$ cat src/shared/plca_pkg.sv
`default_nettype none
// =====================================================================
// shared constants for the credit and transaction-id allocator
package plca_pkg;
  // register byte offsets
  localparam logic [7:0] CTRL_OFS    = 8'h00;
  localparam logic [7:0] COH_LIM_OFS = 8'h04;
  localparam logic [7:0] NC_LIM_OFS  = 8'h08;
  localparam logic [7:0] TID_OFS     = 8'h0c;
  localparam logic [7:0] LBUF_OFS    = 8'h10;
  localparam logic [7:0] STAT_OFS    = 8'h14;
  localparam logic [7:0] LCRED_OFS   = 8'h18;
  localparam logic [7:0] AVAIL_OFS   = 8'h1c;
  // field positions
  localparam int CTRL_MODE_LSB  = 0;
  localparam int CTRL_INIT_BIT  = 3;
  localparam int CTRL_CANID_BIT = 4;
  localparam int TID_BASE_LSB   = 0;
  localparam int TID_LEN_LSB    = 8;
  localparam int STAT_HEMI_BIT  = 6;
  localparam int AVAIL_NC_BIT   = 8;
  localparam int AVAIL_BUSY_LSB = 16;
  // physical address bits hashed into the caching agent bit
  localparam int PA_H0 = 19;
  localparam int PA_H1 = 13;
  localparam int PA_H2 = 10;
  localparam int PA_H3 = 6;
  // sizes
  localparam int NODE_W = 5;
  localparam int PA_W   = 20;
  localparam int TID_W  = 6;
  localparam int FL_MAX = 12;
  localparam int FL_W   = 4;
  localparam int CRED_W = 8;
  // reset values and mode limit
  localparam logic [2:0]        MODE_RST    = 3'h0;
  localparam logic [2:0]        MODE_MAX    = 3'h5;
  localparam logic [7:0]        COH_LIM_RST = 8'h10;
  localparam logic [7:0]        NC_LIM_RST  = 8'h08;
  localparam logic [TID_W-1:0]  TID_BASE_RST  = 6'h00;
  localparam logic [FL_W-1:0]   TID_LEN_RST   = 4'hc;
  localparam logic [23:0]       LBUF_RST    = 24'h040404;
  // link channel codes
  localparam logic [1:0] CH_DF0 = 2'h0;
  localparam logic [1:0] CH_DF1 = 2'h1;
  localparam logic [1:0] CH_ADP = 2'h2;

  typedef enum logic [2:0] {
    PLCA_IDLE    = 3'b001,
    PLCA_RET_ALT = 3'b010,
    PLCA_RET_ADP = 3'b100
  } plca_ret_e;

  // coherent pool from home node identifier
  function automatic logic [2:0] plca_pool_idx(input logic [NODE_W-1:0] node);
    return {node[3:2], node[1] ^ node[4]};
  endfunction

  // hemisphere partitions of the home tracker
  function automatic logic plca_hemi(input logic [2:0] mode);
    return (mode == 3'h0) || (mode == 3'h1) || (mode == 3'h4) || (mode == 3'h5);
  endfunction

  // tracker entries per caching agent for each partition
  function automatic logic [5:0] plca_ca_entries(input logic [2:0] mode);
    case (mode)
      3'h0: return 6'h20;
      3'h1: return 6'h30;
      3'h2: return 6'h18;
      3'h3: return 6'h10;
      3'h4: return 6'h18;
      3'h5: return 6'h20;
      default: return 6'h00;
    endcase
  endfunction

  // lowest free freelist slot, msb flags a hit
  function automatic logic [FL_W:0] plca_first_free(input logic [FL_MAX-1:0] v);
    logic [FL_W:0] r;
    r = '0;
    for (int i = FL_MAX - 1; i >= 0; i--) begin
      if (v[i]) begin
        r = {1'b1, FL_W'(i)};
      end
    end
    return r;
  endfunction
endpackage
`default_nettype wire

$ cat src/shared/plca_pool_if.sv
`timescale 1ns/1ps
`default_nettype none
// =====================================================================
// credit pool bank handshake
interface plca_pool_if #(parameter int N = 8, parameter int W = 8);
  logic [N-1:0] take;
  logic [N-1:0] give;
  logic [N-1:0] avail;
  logic [W-1:0] limit;
  modport ctl  (output take, output give, output limit, input avail);
  modport bank (input take, input give, input limit, output avail);
endinterface
`default_nettype wire

$ cat src/plca_link.sv
`timescale 1ns/1ps
`default_nettype none
// =====================================================================
// link credit counters and init-time credit return
module plca_link #(
  parameter int W = 8
) (
  input wire logic              clk,
  input wire logic              rst_b,
  input wire logic              init,
  input wire logic [3*W-1:0]    lbuf,
  input wire logic              peer_vld,
  input wire logic [1:0]        peer_ch,
  input wire logic [W-1:0]      peer_cnt,
  input wire logic              send_vld,
  input wire logic [1:0]        send_ch,
  output logic     [2:0]        ok,
  output logic     [3*W-1:0]    cred,
  output logic                  ret_vld,
  output logic     [1:0]        ret_ch,
  output logic     [W-1:0]      ret_cnt
);
  import plca_pkg::*;

  plca_ret_e      st_reg;
  plca_ret_e      st_next;
  logic [3*W-1:0] cred_next;
  logic [2:0]     ok_next;
  logic           ret_vld_next;
  logic [1:0]     ret_ch_next;
  logic [W-1:0]   ret_cnt_next;

  // =====================================================================
  // credit counts: deadlock-free channels in messages, adaptive in flits
  always_comb begin
    for (int c = 0; c < 3; c++) begin
      if (init) begin
        cred_next[c*W +: W] = '0;
      end else begin
        cred_next[c*W +: W] = cred[c*W +: W]
          + ((peer_vld && peer_ch == 2'(c)) ? peer_cnt : '0)
          - W'(send_vld && send_ch == 2'(c) && ok[c]);
      end
      ok_next[c] = cred_next[c*W +: W] != '0;
    end
  end

  // =====================================================================
  // return own buffer limit per channel, one channel per cycle
  always_comb begin
    st_next      = st_reg;
    ret_vld_next = 1'b0;
    ret_ch_next  = CH_DF0;
    ret_cnt_next = '0;
    case (st_reg)
      PLCA_IDLE: begin
        if (init) begin
          ret_vld_next = 1'b1;
          ret_cnt_next = lbuf[0 +: W];
          st_next      = PLCA_RET_ALT;
        end
      end
      PLCA_RET_ALT: begin
        ret_vld_next = 1'b1;
        ret_ch_next  = CH_DF1;
        ret_cnt_next = lbuf[W +: W];
        st_next      = PLCA_RET_ADP;
      end
      PLCA_RET_ADP: begin
        ret_vld_next = 1'b1;
        ret_ch_next  = CH_ADP;
        ret_cnt_next = lbuf[2*W +: W];
        st_next      = PLCA_IDLE;
      end
      default: st_next = PLCA_IDLE;
    endcase
  end

  always_ff @(posedge clk or negedge rst_b) begin
    if (!rst_b) begin
      st_reg  <= PLCA_IDLE;
      cred    <= '0;
      ok      <= '0;
      ret_vld <= 1'b0;
      ret_ch  <= CH_DF0;
      ret_cnt <= '0;
    end else begin
      st_reg  <= st_next;
      cred    <= cred_next;
      ok      <= ok_next;
      ret_vld <= ret_vld_next;
      ret_ch  <= ret_ch_next;
      ret_cnt <= ret_cnt_next;
    end
  end
endmodule
`default_nettype wire

$ cat src/plca_pool.sv
`timescale 1ns/1ps
`default_nettype none
// =====================================================================
// bank of outstanding-request counters, one per pool
module plca_pool #(
  parameter int N = 8,
  parameter int W = 8
) (
  input wire logic   clk,
  input wire logic   rst_b,
  plca_pool_if.bank  pif
);
  import plca_pkg::*;

  logic [W-1:0] cnt_reg  [N];
  logic [W-1:0] cnt_next [N];

  // count up on take, down on give; same cycle nets out unless the count is zero
  always_comb begin
    for (int i = 0; i < N; i++) begin
      cnt_next[i] = cnt_reg[i] + W'(pif.take[i])
                    - W'(pif.give[i] && (cnt_reg[i] != '0));
      pif.avail[i] = cnt_reg[i] < pif.limit;
    end
  end

  always_ff @(posedge clk or negedge rst_b) begin
    if (!rst_b) begin
      for (int i = 0; i < N; i++) begin
        cnt_reg[i] <= '0;
      end
    end else begin
      cnt_reg <= cnt_next;
    end
  end

  for (genvar g = 0; g < N; g++) begin : g_chk

  end
endmodule
`default_nettype wire

$ cat src/plca_top.sv
// Contract
// - coherent pool from home bits 3:2, 1^4
// - pool index forms transaction node identifier
// - never exceed target tracker entries per pool
// - non-home requests may be stalled, not sunk
// - one non-coherent pool for all targets
// - six tracker partition modes, 0 to 5
// - transaction id is base plus first free slot
// - hemisphere: home bit 1 xor address hash
// - hemisphere: only matching caching agent issues
// - link credits set before init, per unit
// - init returns buffer credits; zero disables channel
`timescale 1ns/1ps
`default_nettype none
module plca_top (
  input wire logic                            clk,
  input wire logic                            rst_b,
  input wire logic [7:0]                      reg_addr,
  input wire logic [31:0]                     reg_wdata,
  input wire logic                            reg_wr,
  input wire logic                            reg_rd,
  output logic     [31:0]                     reg_rdata,
  input wire logic                            req_vld,
  input wire logic                            req_coh,
  input wire logic [plca_pkg::NODE_W-1:0]     req_home_node,
  input wire logic [plca_pkg::PA_W-1:0]       req_pa,
  output logic                                req_grant,
  output logic                                req_stall,
  output logic                                req_refuse,
  output logic     [2:0]                      req_txn_node,
  output logic     [plca_pkg::NODE_W-1:0]     req_home_eff,
  output logic     [plca_pkg::TID_W-1:0]      req_tid,
  input wire logic                            cmp_vld,
  input wire logic                            cmp_coh,
  input wire logic [2:0]                      cmp_pool,
  input wire logic [plca_pkg::TID_W-1:0]      cmp_tid,
  input wire logic                            peer_cred_vld,
  input wire logic [1:0]                      peer_cred_ch,
  input wire logic [plca_pkg::CRED_W-1:0]     peer_cred_cnt,
  input wire logic                            tx_vld,
  input wire logic [1:0]                      tx_ch,
  output logic     [2:0]                      tx_ready,
  output logic                                ret_vld,
  output logic     [1:0]                      ret_ch,
  output logic     [plca_pkg::CRED_W-1:0]     ret_cnt
);
  import plca_pkg::*;

  // =====================================================================
  // configuration state
  logic [2:0]        mode_reg;
  logic [2:0]        mode_next;
  logic              canid_reg;
  logic              canid_next;
  logic              init_reg;
  logic              init_next;
  logic [7:0]        coh_lim_reg;
  logic [7:0]        coh_lim_next;
  logic [7:0]        nc_lim_reg;
  logic [7:0]        nc_lim_next;
  logic [TID_W-1:0]  tid_base_reg;
  logic [TID_W-1:0]  tid_base_next;
  logic [FL_W-1:0]   tid_len_reg;
  logic [FL_W-1:0]   tid_len_next;
  logic [23:0]       lbuf_reg;
  logic [23:0]       lbuf_next;
  logic [31:0]       rdata_next;

  // request path state
  logic              grant_next;
  logic              stall_next;
  logic              refuse_next;
  logic [2:0]        txn_node_next;
  logic [NODE_W-1:0] home_eff_next;
  logic [TID_W-1:0]  tid_next;
  logic              coh_q_reg;
  logic              coh_q_next;
  logic [FL_MAX-1:0] busy_reg;
  logic [FL_MAX-1:0] busy_next;

  // combinational helpers
  logic              hemi;
  logic              pa_hash;
  logic [NODE_W-1:0] home_eff;
  logic [2:0]        pool;
  logic [FL_MAX-1:0] len_mask;
  logic [FL_W:0]     pick;
  logic [TID_W-1:0]  rel_off;
  logic [3*CRED_W-1:0] lcred;

  plca_pool_if #(.N(8), .W(8)) coh_if ();
  plca_pool_if #(.N(1), .W(8)) nc_if ();

  // =====================================================================
  // register writes
  always_comb begin
    mode_next      = mode_reg;
    canid_next     = canid_reg;
    init_next      = 1'b0;
    coh_lim_next   = coh_lim_reg;
    nc_lim_next    = nc_lim_reg;
    tid_base_next  = tid_base_reg;
    tid_len_next   = tid_len_reg;
    lbuf_next      = lbuf_reg;
    if (reg_wr) begin
      case (reg_addr)
        CTRL_OFS: begin
          if (reg_wdata[CTRL_MODE_LSB +: 3] <= MODE_MAX) begin
            mode_next = reg_wdata[CTRL_MODE_LSB +: 3];
          end
          init_next  = reg_wdata[CTRL_INIT_BIT];
          canid_next = reg_wdata[CTRL_CANID_BIT];
        end
        COH_LIM_OFS: coh_lim_next = reg_wdata[7:0];
        NC_LIM_OFS:  nc_lim_next  = reg_wdata[7:0];
        TID_OFS: begin
          tid_base_next = reg_wdata[TID_BASE_LSB +: TID_W];
          if (reg_wdata[TID_LEN_LSB +: FL_W] <= FL_W'(FL_MAX)) begin
            tid_len_next = reg_wdata[TID_LEN_LSB +: FL_W];
          end
        end
        LBUF_OFS: lbuf_next = reg_wdata[23:0];
        default: ;
      endcase
    end
  end

  // =====================================================================
  // register reads, data valid only in the cycle after the strobe
  always_comb begin
    rdata_next = '0;
    if (reg_rd) begin
      case (reg_addr)
        CTRL_OFS: begin
          rdata_next[CTRL_MODE_LSB +: 3] = mode_reg;
          rdata_next[CTRL_CANID_BIT]     = canid_reg;
        end
        COH_LIM_OFS: rdata_next[7:0] = coh_lim_reg;
        NC_LIM_OFS:  rdata_next[7:0] = nc_lim_reg;
        TID_OFS: begin
          rdata_next[TID_BASE_LSB +: TID_W] = tid_base_reg;
          rdata_next[TID_LEN_LSB +: FL_W]   = tid_len_reg;
        end
        LBUF_OFS: rdata_next[23:0] = lbuf_reg;
        STAT_OFS: begin
          rdata_next[5:0]           = plca_ca_entries(mode_reg);
          rdata_next[STAT_HEMI_BIT] = hemi;
        end
        LCRED_OFS: rdata_next[23:0] = lcred;
        AVAIL_OFS: begin
          rdata_next[7:0]                           = coh_if.avail;
          rdata_next[AVAIL_NC_BIT]                  = nc_if.avail[0];
          rdata_next[AVAIL_BUSY_LSB +: FL_MAX]      = busy_reg;
        end
        default: rdata_next = '0;
      endcase
    end
  end

  // =====================================================================
  // home mapping and pool selection
  always_comb begin
    hemi     = plca_hemi(mode_reg);
    pa_hash  = req_pa[PA_H0] ^ req_pa[PA_H1] ^ req_pa[PA_H2] ^ req_pa[PA_H3];
    home_eff = req_home_node;
    if (hemi) begin
      home_eff[1] = req_home_node[1] ^ pa_hash;
    end
    pool = plca_pool_idx(home_eff);
  end

  // =====================================================================
  // freelist of transaction ids for this cache box
  always_comb begin
    for (int i = 0; i < FL_MAX; i++) begin
      len_mask[i] = FL_W'(i) < tid_len_reg;
    end
    pick    = plca_first_free(~busy_reg & len_mask);
    rel_off = cmp_tid - tid_base_reg;
  end

  // =====================================================================
  // request decision: one of grant, stall or refuse per request
  always_comb begin
    grant_next    = 1'b0;
    stall_next    = 1'b0;
    refuse_next   = 1'b0;
    coh_q_next    = req_coh;
    txn_node_next = req_txn_node;
    home_eff_next = req_home_eff;
    tid_next      = req_tid;
    busy_next     = busy_reg;
    coh_if.take   = '0;
    nc_if.take    = '0;
    if (cmp_vld && cmp_coh && (rel_off < TID_W'(FL_MAX))) begin
      busy_next[rel_off[FL_W-1:0]] = 1'b0;
    end
    if (req_vld && req_coh) begin
      if (hemi && (pa_hash != canid_reg)) begin
        refuse_next = 1'b1;
      end else if (coh_if.avail[pool] && pick[FL_W]) begin
        grant_next        = 1'b1;
        coh_if.take[pool] = 1'b1;
        txn_node_next     = pool;
        home_eff_next     = home_eff;
        tid_next          = tid_base_reg + TID_W'(pick[FL_W-1:0]);
        busy_next[pick[FL_W-1:0]] = 1'b1;
      end else begin
        stall_next = 1'b1;
      end
    end else if (req_vld) begin
      if (nc_if.avail[0]) begin
        grant_next    = 1'b1;
        nc_if.take[0] = 1'b1;
        home_eff_next = req_home_node;
        tid_next      = '0;
      end else begin
        stall_next = 1'b1;
      end
    end
  end

  // =====================================================================
  // credit return into the pools
  always_comb begin
    coh_if.limit = coh_lim_reg;
    nc_if.limit  = nc_lim_reg;
    coh_if.give  = '0;
    nc_if.give   = '0;
    if (cmp_vld && cmp_coh) begin
      coh_if.give[cmp_pool] = 1'b1;
    end
    if (cmp_vld && !cmp_coh) begin
      nc_if.give[0] = 1'b1;
    end
  end

  // =====================================================================
  // state registers
  always_ff @(posedge clk or negedge rst_b) begin
    if (!rst_b) begin
      mode_reg      <= MODE_RST;
      canid_reg     <= 1'b0;
      init_reg      <= 1'b0;
      coh_lim_reg   <= COH_LIM_RST;
      nc_lim_reg    <= NC_LIM_RST;
      tid_base_reg  <= TID_BASE_RST;
      tid_len_reg   <= TID_LEN_RST;
      lbuf_reg      <= LBUF_RST;
      reg_rdata     <= '0;
      req_grant     <= 1'b0;
      req_stall     <= 1'b0;
      req_refuse    <= 1'b0;
      req_txn_node  <= '0;
      req_home_eff  <= '0;
      req_tid       <= '0;
      coh_q_reg     <= 1'b0;
      busy_reg      <= '0;
    end else begin
      mode_reg      <= mode_next;
      canid_reg     <= canid_next;
      init_reg      <= init_next;
      coh_lim_reg   <= coh_lim_next;
      nc_lim_reg    <= nc_lim_next;
      tid_base_reg  <= tid_base_next;
      tid_len_reg   <= tid_len_next;
      lbuf_reg      <= lbuf_next;
      reg_rdata     <= rdata_next;
      req_grant     <= grant_next;
      req_stall     <= stall_next;
      req_refuse    <= refuse_next;
      req_txn_node  <= txn_node_next;
      req_home_eff  <= home_eff_next;
      req_tid       <= tid_next;
      coh_q_reg     <= coh_q_next;
      busy_reg      <= busy_next;
    end
  end

  // =====================================================================
  // pools and link
  plca_pool #(.N(8), .W(8)) u_coh (
    .clk   (clk),
    .rst_b (rst_b),
    .pif   (coh_if.bank)
  );

  plca_pool #(.N(1), .W(8)) u_nc (
    .clk   (clk),
    .rst_b (rst_b),
    .pif   (nc_if.bank)
  );

  plca_link #(.W(CRED_W)) u_link (
    .clk      (clk),
    .rst_b    (rst_b),
    .init     (init_reg),
    .lbuf     (lbuf_reg),
    .peer_vld (peer_cred_vld),
    .peer_ch  (peer_cred_ch),
    .peer_cnt (peer_cred_cnt),
    .send_vld (tx_vld),
    .send_ch  (tx_ch),
    .ok       (tx_ready),
    .cred     (lcred),
    .ret_vld  (ret_vld),
    .ret_ch   (ret_ch),
    .ret_cnt  (ret_cnt)
  );
endmodule
`default_nettype wire
$ cat config.mk
export PLATFORM = sky130hd
export DESIGN_NAME = plca_top
export DESIGN_NICKNAME = d
export VERILOG_FILES = /design/src/shared/plca_pkg.sv /design/src/shared/plca_pool_if.sv /design/src/plca_link.sv /design/src/plca_pool.sv /design/src/plca_top.sv
export SDC_FILE = /design/constraint.sdc
export NUM_CORES = 1
export LEC_CHECK = 0
export ABC_AREA = 1
export ABC_CLOCK_PERIOD_IN_PS = 4100
export BUFFER_PORTS_ARGS = -buffer_cell sky130_fd_sc_hd__buf_4
export CAP_MARGIN = 20
export CORE_ASPECT_RATIO = 0.7
export CORE_MARGIN = 10
export CORE_UTILIZATION = 40
export CTS_CLUSTER_SIZE = 14
export DETAILED_ROUTE_END_ITERATION = 7
export HOLD_SLACK_MARGIN = 0.1
export MAX_ROUTING_LAYER = met4
export PLACE_DENSITY = 0.66
export SKIP_CTS_REPAIR_TIMING = 1
export SYNTH_ARGS = -nofsm -noshare
export SYNTH_HDL_FRONTEND = slang
export SYNTH_SLANG_ARGS = --single-unit
$ cat constraint.sdc
create_clock -name clk -period 4.1 [get_ports clk]
set_input_delay 1.025 -clock clk [delete_from_list [all_inputs] [get_ports clk]]
set_output_delay 1.025 -clock clk [all_outputs]
set_load 0.05 [all_outputs]
# Word level (Yosys, flattened, before mapping)

Index checks and enable logic that the tools add are counted.

Add/sub/neg operators: 26
Order comparisons: 32
Reduce and logical (&&, ||, !) cells: 62
Muxes and demuxes: 83
Equal/unequal tests: 23
Bitwise operators: 11

Operator list:

| operator                                            | count |
|---|---|
| nonzero test 8 bit                                  | 12 |
| subtractor 8 x 1 -> 8 bit                           | 12 |
| two-way mux 8 bit                                   | 11 |
| two-way mux 5 bit                                   | 17 |
| adder 8 x 1 -> 8 bit                                | 9 |
| < comparator 8 bit                                  | 9 |
| two-way mux 12 bit                                  | 4 |
| case mux 8 bit (3 select lines)                     | 2 |
| equality test 8 x 5 -> 1 bit, second input constant | 4 |
| two-way mux 6 bit                                   | 5 |
| logical AND 1 bit                                   | 28 |
| two-way mux 28 bit                                  | 1 |
| adder 8 bit                                         | 3 |
| AND 12 bit                                          | 2 |
| NOT 12 bit                                          | 2 |
| case mux 3 bit (8 select lines)                     | 1 |
| case mux 6 bit (4 select lines)                     | 1 |
| two-way mux 1 bit                                   | 23 |
| equality test 8 x 4 -> 1 bit, second input constant | 2 |
| < comparator 3 x 4 -> 1 bit, first input constant   | 4 |
| < comparator 4 bit, first input constant            | 4 |
| case mux 1 bit (7 select lines)                     | 2 |
| OR 12 bit                                           | 1 |
| < comparator 4 x 5 -> 1 bit, second input constant  | 2 |
| other kinds (45)                                    | 76 |

Flip-flop bits (word level): 229
Logic and storage cells: 268
Output and inout bits: 63

# Logic depth before layout (Yosys ltp)

Depth after elaboration: 22
Depth in mapped cells: 27
Depth with buffers taken out: 26

# Cells and area by module

A second synthesis with hierarchy kept.

Cells, all modules: 2124
Area total of the unflattened synthesis: 16129.2 um^2

Modules (own cells, without submodules):

| module             | seq. area each (um^2) | instances | area each (um^2) | cells each |
|---|---|---|---|---|
| plca_pool at u_coh | 1601.5                | 1         | 6238.5           | 806 |
| plca_top           | 2811.4                | 1         | 5934.4           | 761 |
| plca_link          | 1027.2                | 1         | 3151.8           | 449 |
| plca_pool at u_nc  | 200.2                 | 1         | 804.5            | 108 |

# Worst setup path before layout

OpenSTA, ideal clock, no wires.

Path kind: input -> register
From: in req_pa[13] in the netlist's numbering
To: reg u_coh.cnt_reg[6] in the netlist's numbering
Data arrival time: 3.605 ns
Cell stages on the path: 22
Setup slack: 0.370 ns
Path through: nor2_1 -> inv_1 -> nand2_1 -> nand2_2 -> nand2_2 -> nand3_2 -> nand3_2 -> nand2_4 -> nand2_2 -> nor2_2 -> nor2_4 -> nand4_4 -> buf_4 -> nor3_2 -> ha_1 -> inv_1 -> fa_1 -> o21ai_0 -> a21oi_1 -> nor2_1 -> nor2_1 -> xor2_1

RTL lines:

| element              | RTL line        | source |
|---|---|---|
| start, declared      | plca_top.sv:26  | `input wire logic [plca_pkg::PA_W-1:0] req_pa,` |
| end signal, assigned | plca_pool.sv:33 | `cnt_reg <= cnt_next;` |
| end, declared        | plca_pool.sv:15 | `logic [W-1:0] cnt_reg [N];` |

==> impl_metrics.tcl <==
set metrics [dict create \
    via_count 12600 \
    hold_end "lbuf_reg[8]" \
    wl_mm 42.94 \
    die_w_um 251.6 \
    min-delay-start "lbuf_reg[8]" \
    htreeDepth 1 \
    worstSetupStartpointType "register" \
    grt_first_pass_wirelength_mm 68.00 \
    nets 2331 \
    area_growth_pct 18.20 \
    ir_drop_v 0.0003339 \
    vias_per_cell 5.013 \
    drtPass1Iterations 5 \
    core_um2 37130 \
    diodes 0 \
    dieArea_um2 45810 \
    swShare_pct 43.60 \
    p_leak_nw 9.417 \
    row_count 59 \
    syn_area_um2 15010 \
    cts-buffers-inserted 25 \
    skew_ns 0.01177 \
    async_flop_share_pct 100.0 \
    p_switching_mw 5.509 \
    ioPinCount 159 \
    grt_overflow 0 \
    synth_edf_count 0 \
    synth_most_common_cell "inv_1" \
    r2r_slack_ns 0.25 \
    slew_violations 0 \
    status "complete, no violations" \
    avgSynthCellArea_um2 8.213 \
    r2r_start "coh_if.limit[1]" \
    cts.sinks 225 \
    holdWs_ns 0.4893 \
    yosys.area.top_type "dfrtp_1" \
    ys.warnings.count 0 \
    gp_congestion 0.9156 \
    r2r.worst_path.cells 22 \
    grt_max_degree 108 \
    antenna_found_initial 0 \
    portBuffers 130 \
    n_fill_cell 3543 \
    grt_pass1_vias 12670 \
    first_iter_violations 825 \
    synth-main-ff-cell "dfrtp_1" \
    netlist_instances 1828 \
    cp.arrival_ns 4.26 \
    worst_skew_pair.late_latency_ns 0.54 \
    worst-path-max-fanout 8 \
    pwr_density_cell_nw_per_um2 711.9 \
    worstPathRequired_ns 4.51 \
    initial_core_util_pct 40.43 \
    crit_type "register to register" \
    pwr-share-seq_pct 27.2 \
    avgRoutedWirePerCell_um 17.09 \
    grt.total_usage_pct 19.14 \
    period_needed_ns 3.848 \
    final_cell_area_um2 17750 \
    period_share_pct 93.86 \
    hpwl_mm 34.25 \
    crit_path_end_kind "register" \
    yosysTopAreaCellShare_pct 36.17 \
    drcViolationCount 0 \
    synth_area_leaders "dfrtp_1 36%, ha_1 18%, inv_1 8.9%" \
    largest_reg_flops 64 \
    clkTransAtPathRegs_ns 0.06 \
    rsz0062_at_grt "false" \
    slew_headroom_pct 40.53 \
    fp.dieH_um 182.1 \
    clockBufferDepth 3 \
    cts-root-buf "clkbuf_16" \
    hold_class "register to register" \
    cap_violations 0 \
    setup_violations 0 \
    synth.yosys.seq_area_share_pct 37.57 \
    pwr-share-comb_pct 53.2 \
    p_int_mw 7.125 \
    finalHoldViolCount 0 \
    layout-drive-gt1-share_pct 12.99 \
    worstHoldPathCells 2 \
    ys_types 51 \
    ys_ff_latch 225 \
    yosys-top-cells-count "354 x inv_1, 319 x nand2_1, 217 x dfrtp_1, 213 x ha_1, 172 x nor2_1" \
    max_freq_mhz 259.9 \
    dpl-instance-area_um2 16820 \
    clkPwrFrac_pct 19.6 \
    reg2reg_to "u_coh.cnt_reg[22]" \
    tightest_slew_ns 0.8920 \
    tritoncts "yes" \
    ant_nets 0 \
]
area by class of cell:
| cell class | instances | area (um^2) | area share, % |
|---|---|---|---|
| clock buffer | 34 | 699.4 | 3.941 |
| clock inverter | 10 | 180.2 | 1.015 |
| inverter | 361 | 1363 | 7.678 |
| multi-input combinational | 1222 | 7911 | 44.58 |
| sequential | 225 | 5640 | 31.78 |
| tap | 488 | 610.6 | 3.441 |
| timing repair buffer | 173 | 1341 | 7.558 |
worst max-delay path, cell delays in order (launching register included):
cell	delay [ns]
dfrtp_1	0.39
clkinvlp_4	0.26
buf_4	0.23
ha_1	0.28
o21ai_0	0.09
nand2_1	0.08
nand3_1	0.07
nand2_1	0.06
nand2_1	0.06
nand2_1	0.13
nand4_1	0.14
nand2_1	0.07
nor2_2	0.14
nand4_4	0.16
nor2_1	0.26
ha_1	0.23
inv_1	0.06
fa_1	0.41
o21ai_1	0.22
a21oi_1	0.09
nor2_1	0.09
nor2_1	0.05
xor2_1	0.14
layer usage:
metal	share of wire, %	wire length (um)	vias up	GRT usage (%)
li1	-	-	6218	-
met4	2.3	1004	0	4.739
met2	44	18850	364	29.46
met5	0	0	-	-
met1	48	20770	5959	26.20
met3	5.4	2321	56	2.669
stage by stage:
step	total power [mW]	worst slack, ns	std cells	utilization (%)	setup TNS (ns)
final	12.63	0.2518	2513	47.79	0
after global routing	13.92	0.006985	2513	47.79	0
after CTS	12.65	0.1979	2508	47.67	0
after detailed placement	10.12	-0.09535	2464	45.30	-0.2150
after global placement	9.781	-0.01914	2464	45.30	-0.01914
after floorplan	8.369	0.3699	1831	-	0
placed cells by master (no fill, tap or decap), types with 7 or more instances in the layout:
| cell type | synthesis | routed |
|---|---|---|
| o21ai_0 | 101 | 98 |
| a21oi_1 | 113 | 113 |
| dfrtp_1 | 217 | 217 |
| nand4_1 | 9 | 9 |
| dfstp_2 | 8 | 8 |
| o221ai_1 | 11 | 11 |
| o21a_1 | 7 | 7 |
| ha_1 | 213 | 213 |
| clkbuf_16 | 0 | 25 |
| xor2_1 | 54 | 54 |
| xnor2_1 | 10 | 10 |
| o22ai_1 | 12 | 12 |
| mux2_2 | 11 | 11 |
| buf_4 | 7 | 168 |
| nand3_1 | 59 | 59 |
| inv_1 | 354 | 352 |
| nand2_1 | 319 | 319 |
| nor3_1 | 34 | 34 |
| o211ai_1 | 14 | 14 |
| nor2_1 | 172 | 171 |
| fa_1 | 14 | 14 |
| o21ai_1 | 7 | 10 |
logic make-up (layout without fill, tap and decap cells):
logic type,Yosys count,after routing,synth area share [%]
DFF,225,225,37.57
xor gates and xnor gates,64,64,3.734
muxes,11,11,0.8251
AOI/OAI and AO/OA,287,287,10.69
buffers and inverters,384,578,9.826
adders and majority gates,227,227,19.62
other,1,4,0.02498
and+or+nand+nor,629,629,17.71
how the worst max path moves through the flow:
stage,from,endpoint,slack (ns),depth (start not counted)
after floorplan,req_pa[13],u_coh.cnt_reg[6],0.37,22
after global placement,req_pa[19],u_coh.cnt_reg[22],-0.02,22
after detailed placement,req_pa[19],u_coh.cnt_reg[22],-0.1,22
after CTS,coh_if.limit[1],u_coh.cnt_reg[22],0.20,18
after global routing,coh_if.limit[1],u_coh.cnt_reg[54],0.007,24
final,coh_if.limit[1],u_coh.cnt_reg[22],0.25,22
power by group through the flow:
| stage | sequential (mW) | combinational (mW) | clock, mW |
|---|---|---|---|
| detailed placement | 3.47 | 6.65 | 0 |
| global placement | 3.45 | 6.33 | 0 |
| finish | 3.44 | 6.73 | 2.47 |
| global route | 3.52 | 7.80 | 2.60 |
| CTS | 3.43 | 6.71 | 2.51 |
| floorplan | 3.56 | 4.81 | 0 |
No activity file was read; power rests on OpenSTA's default activity.
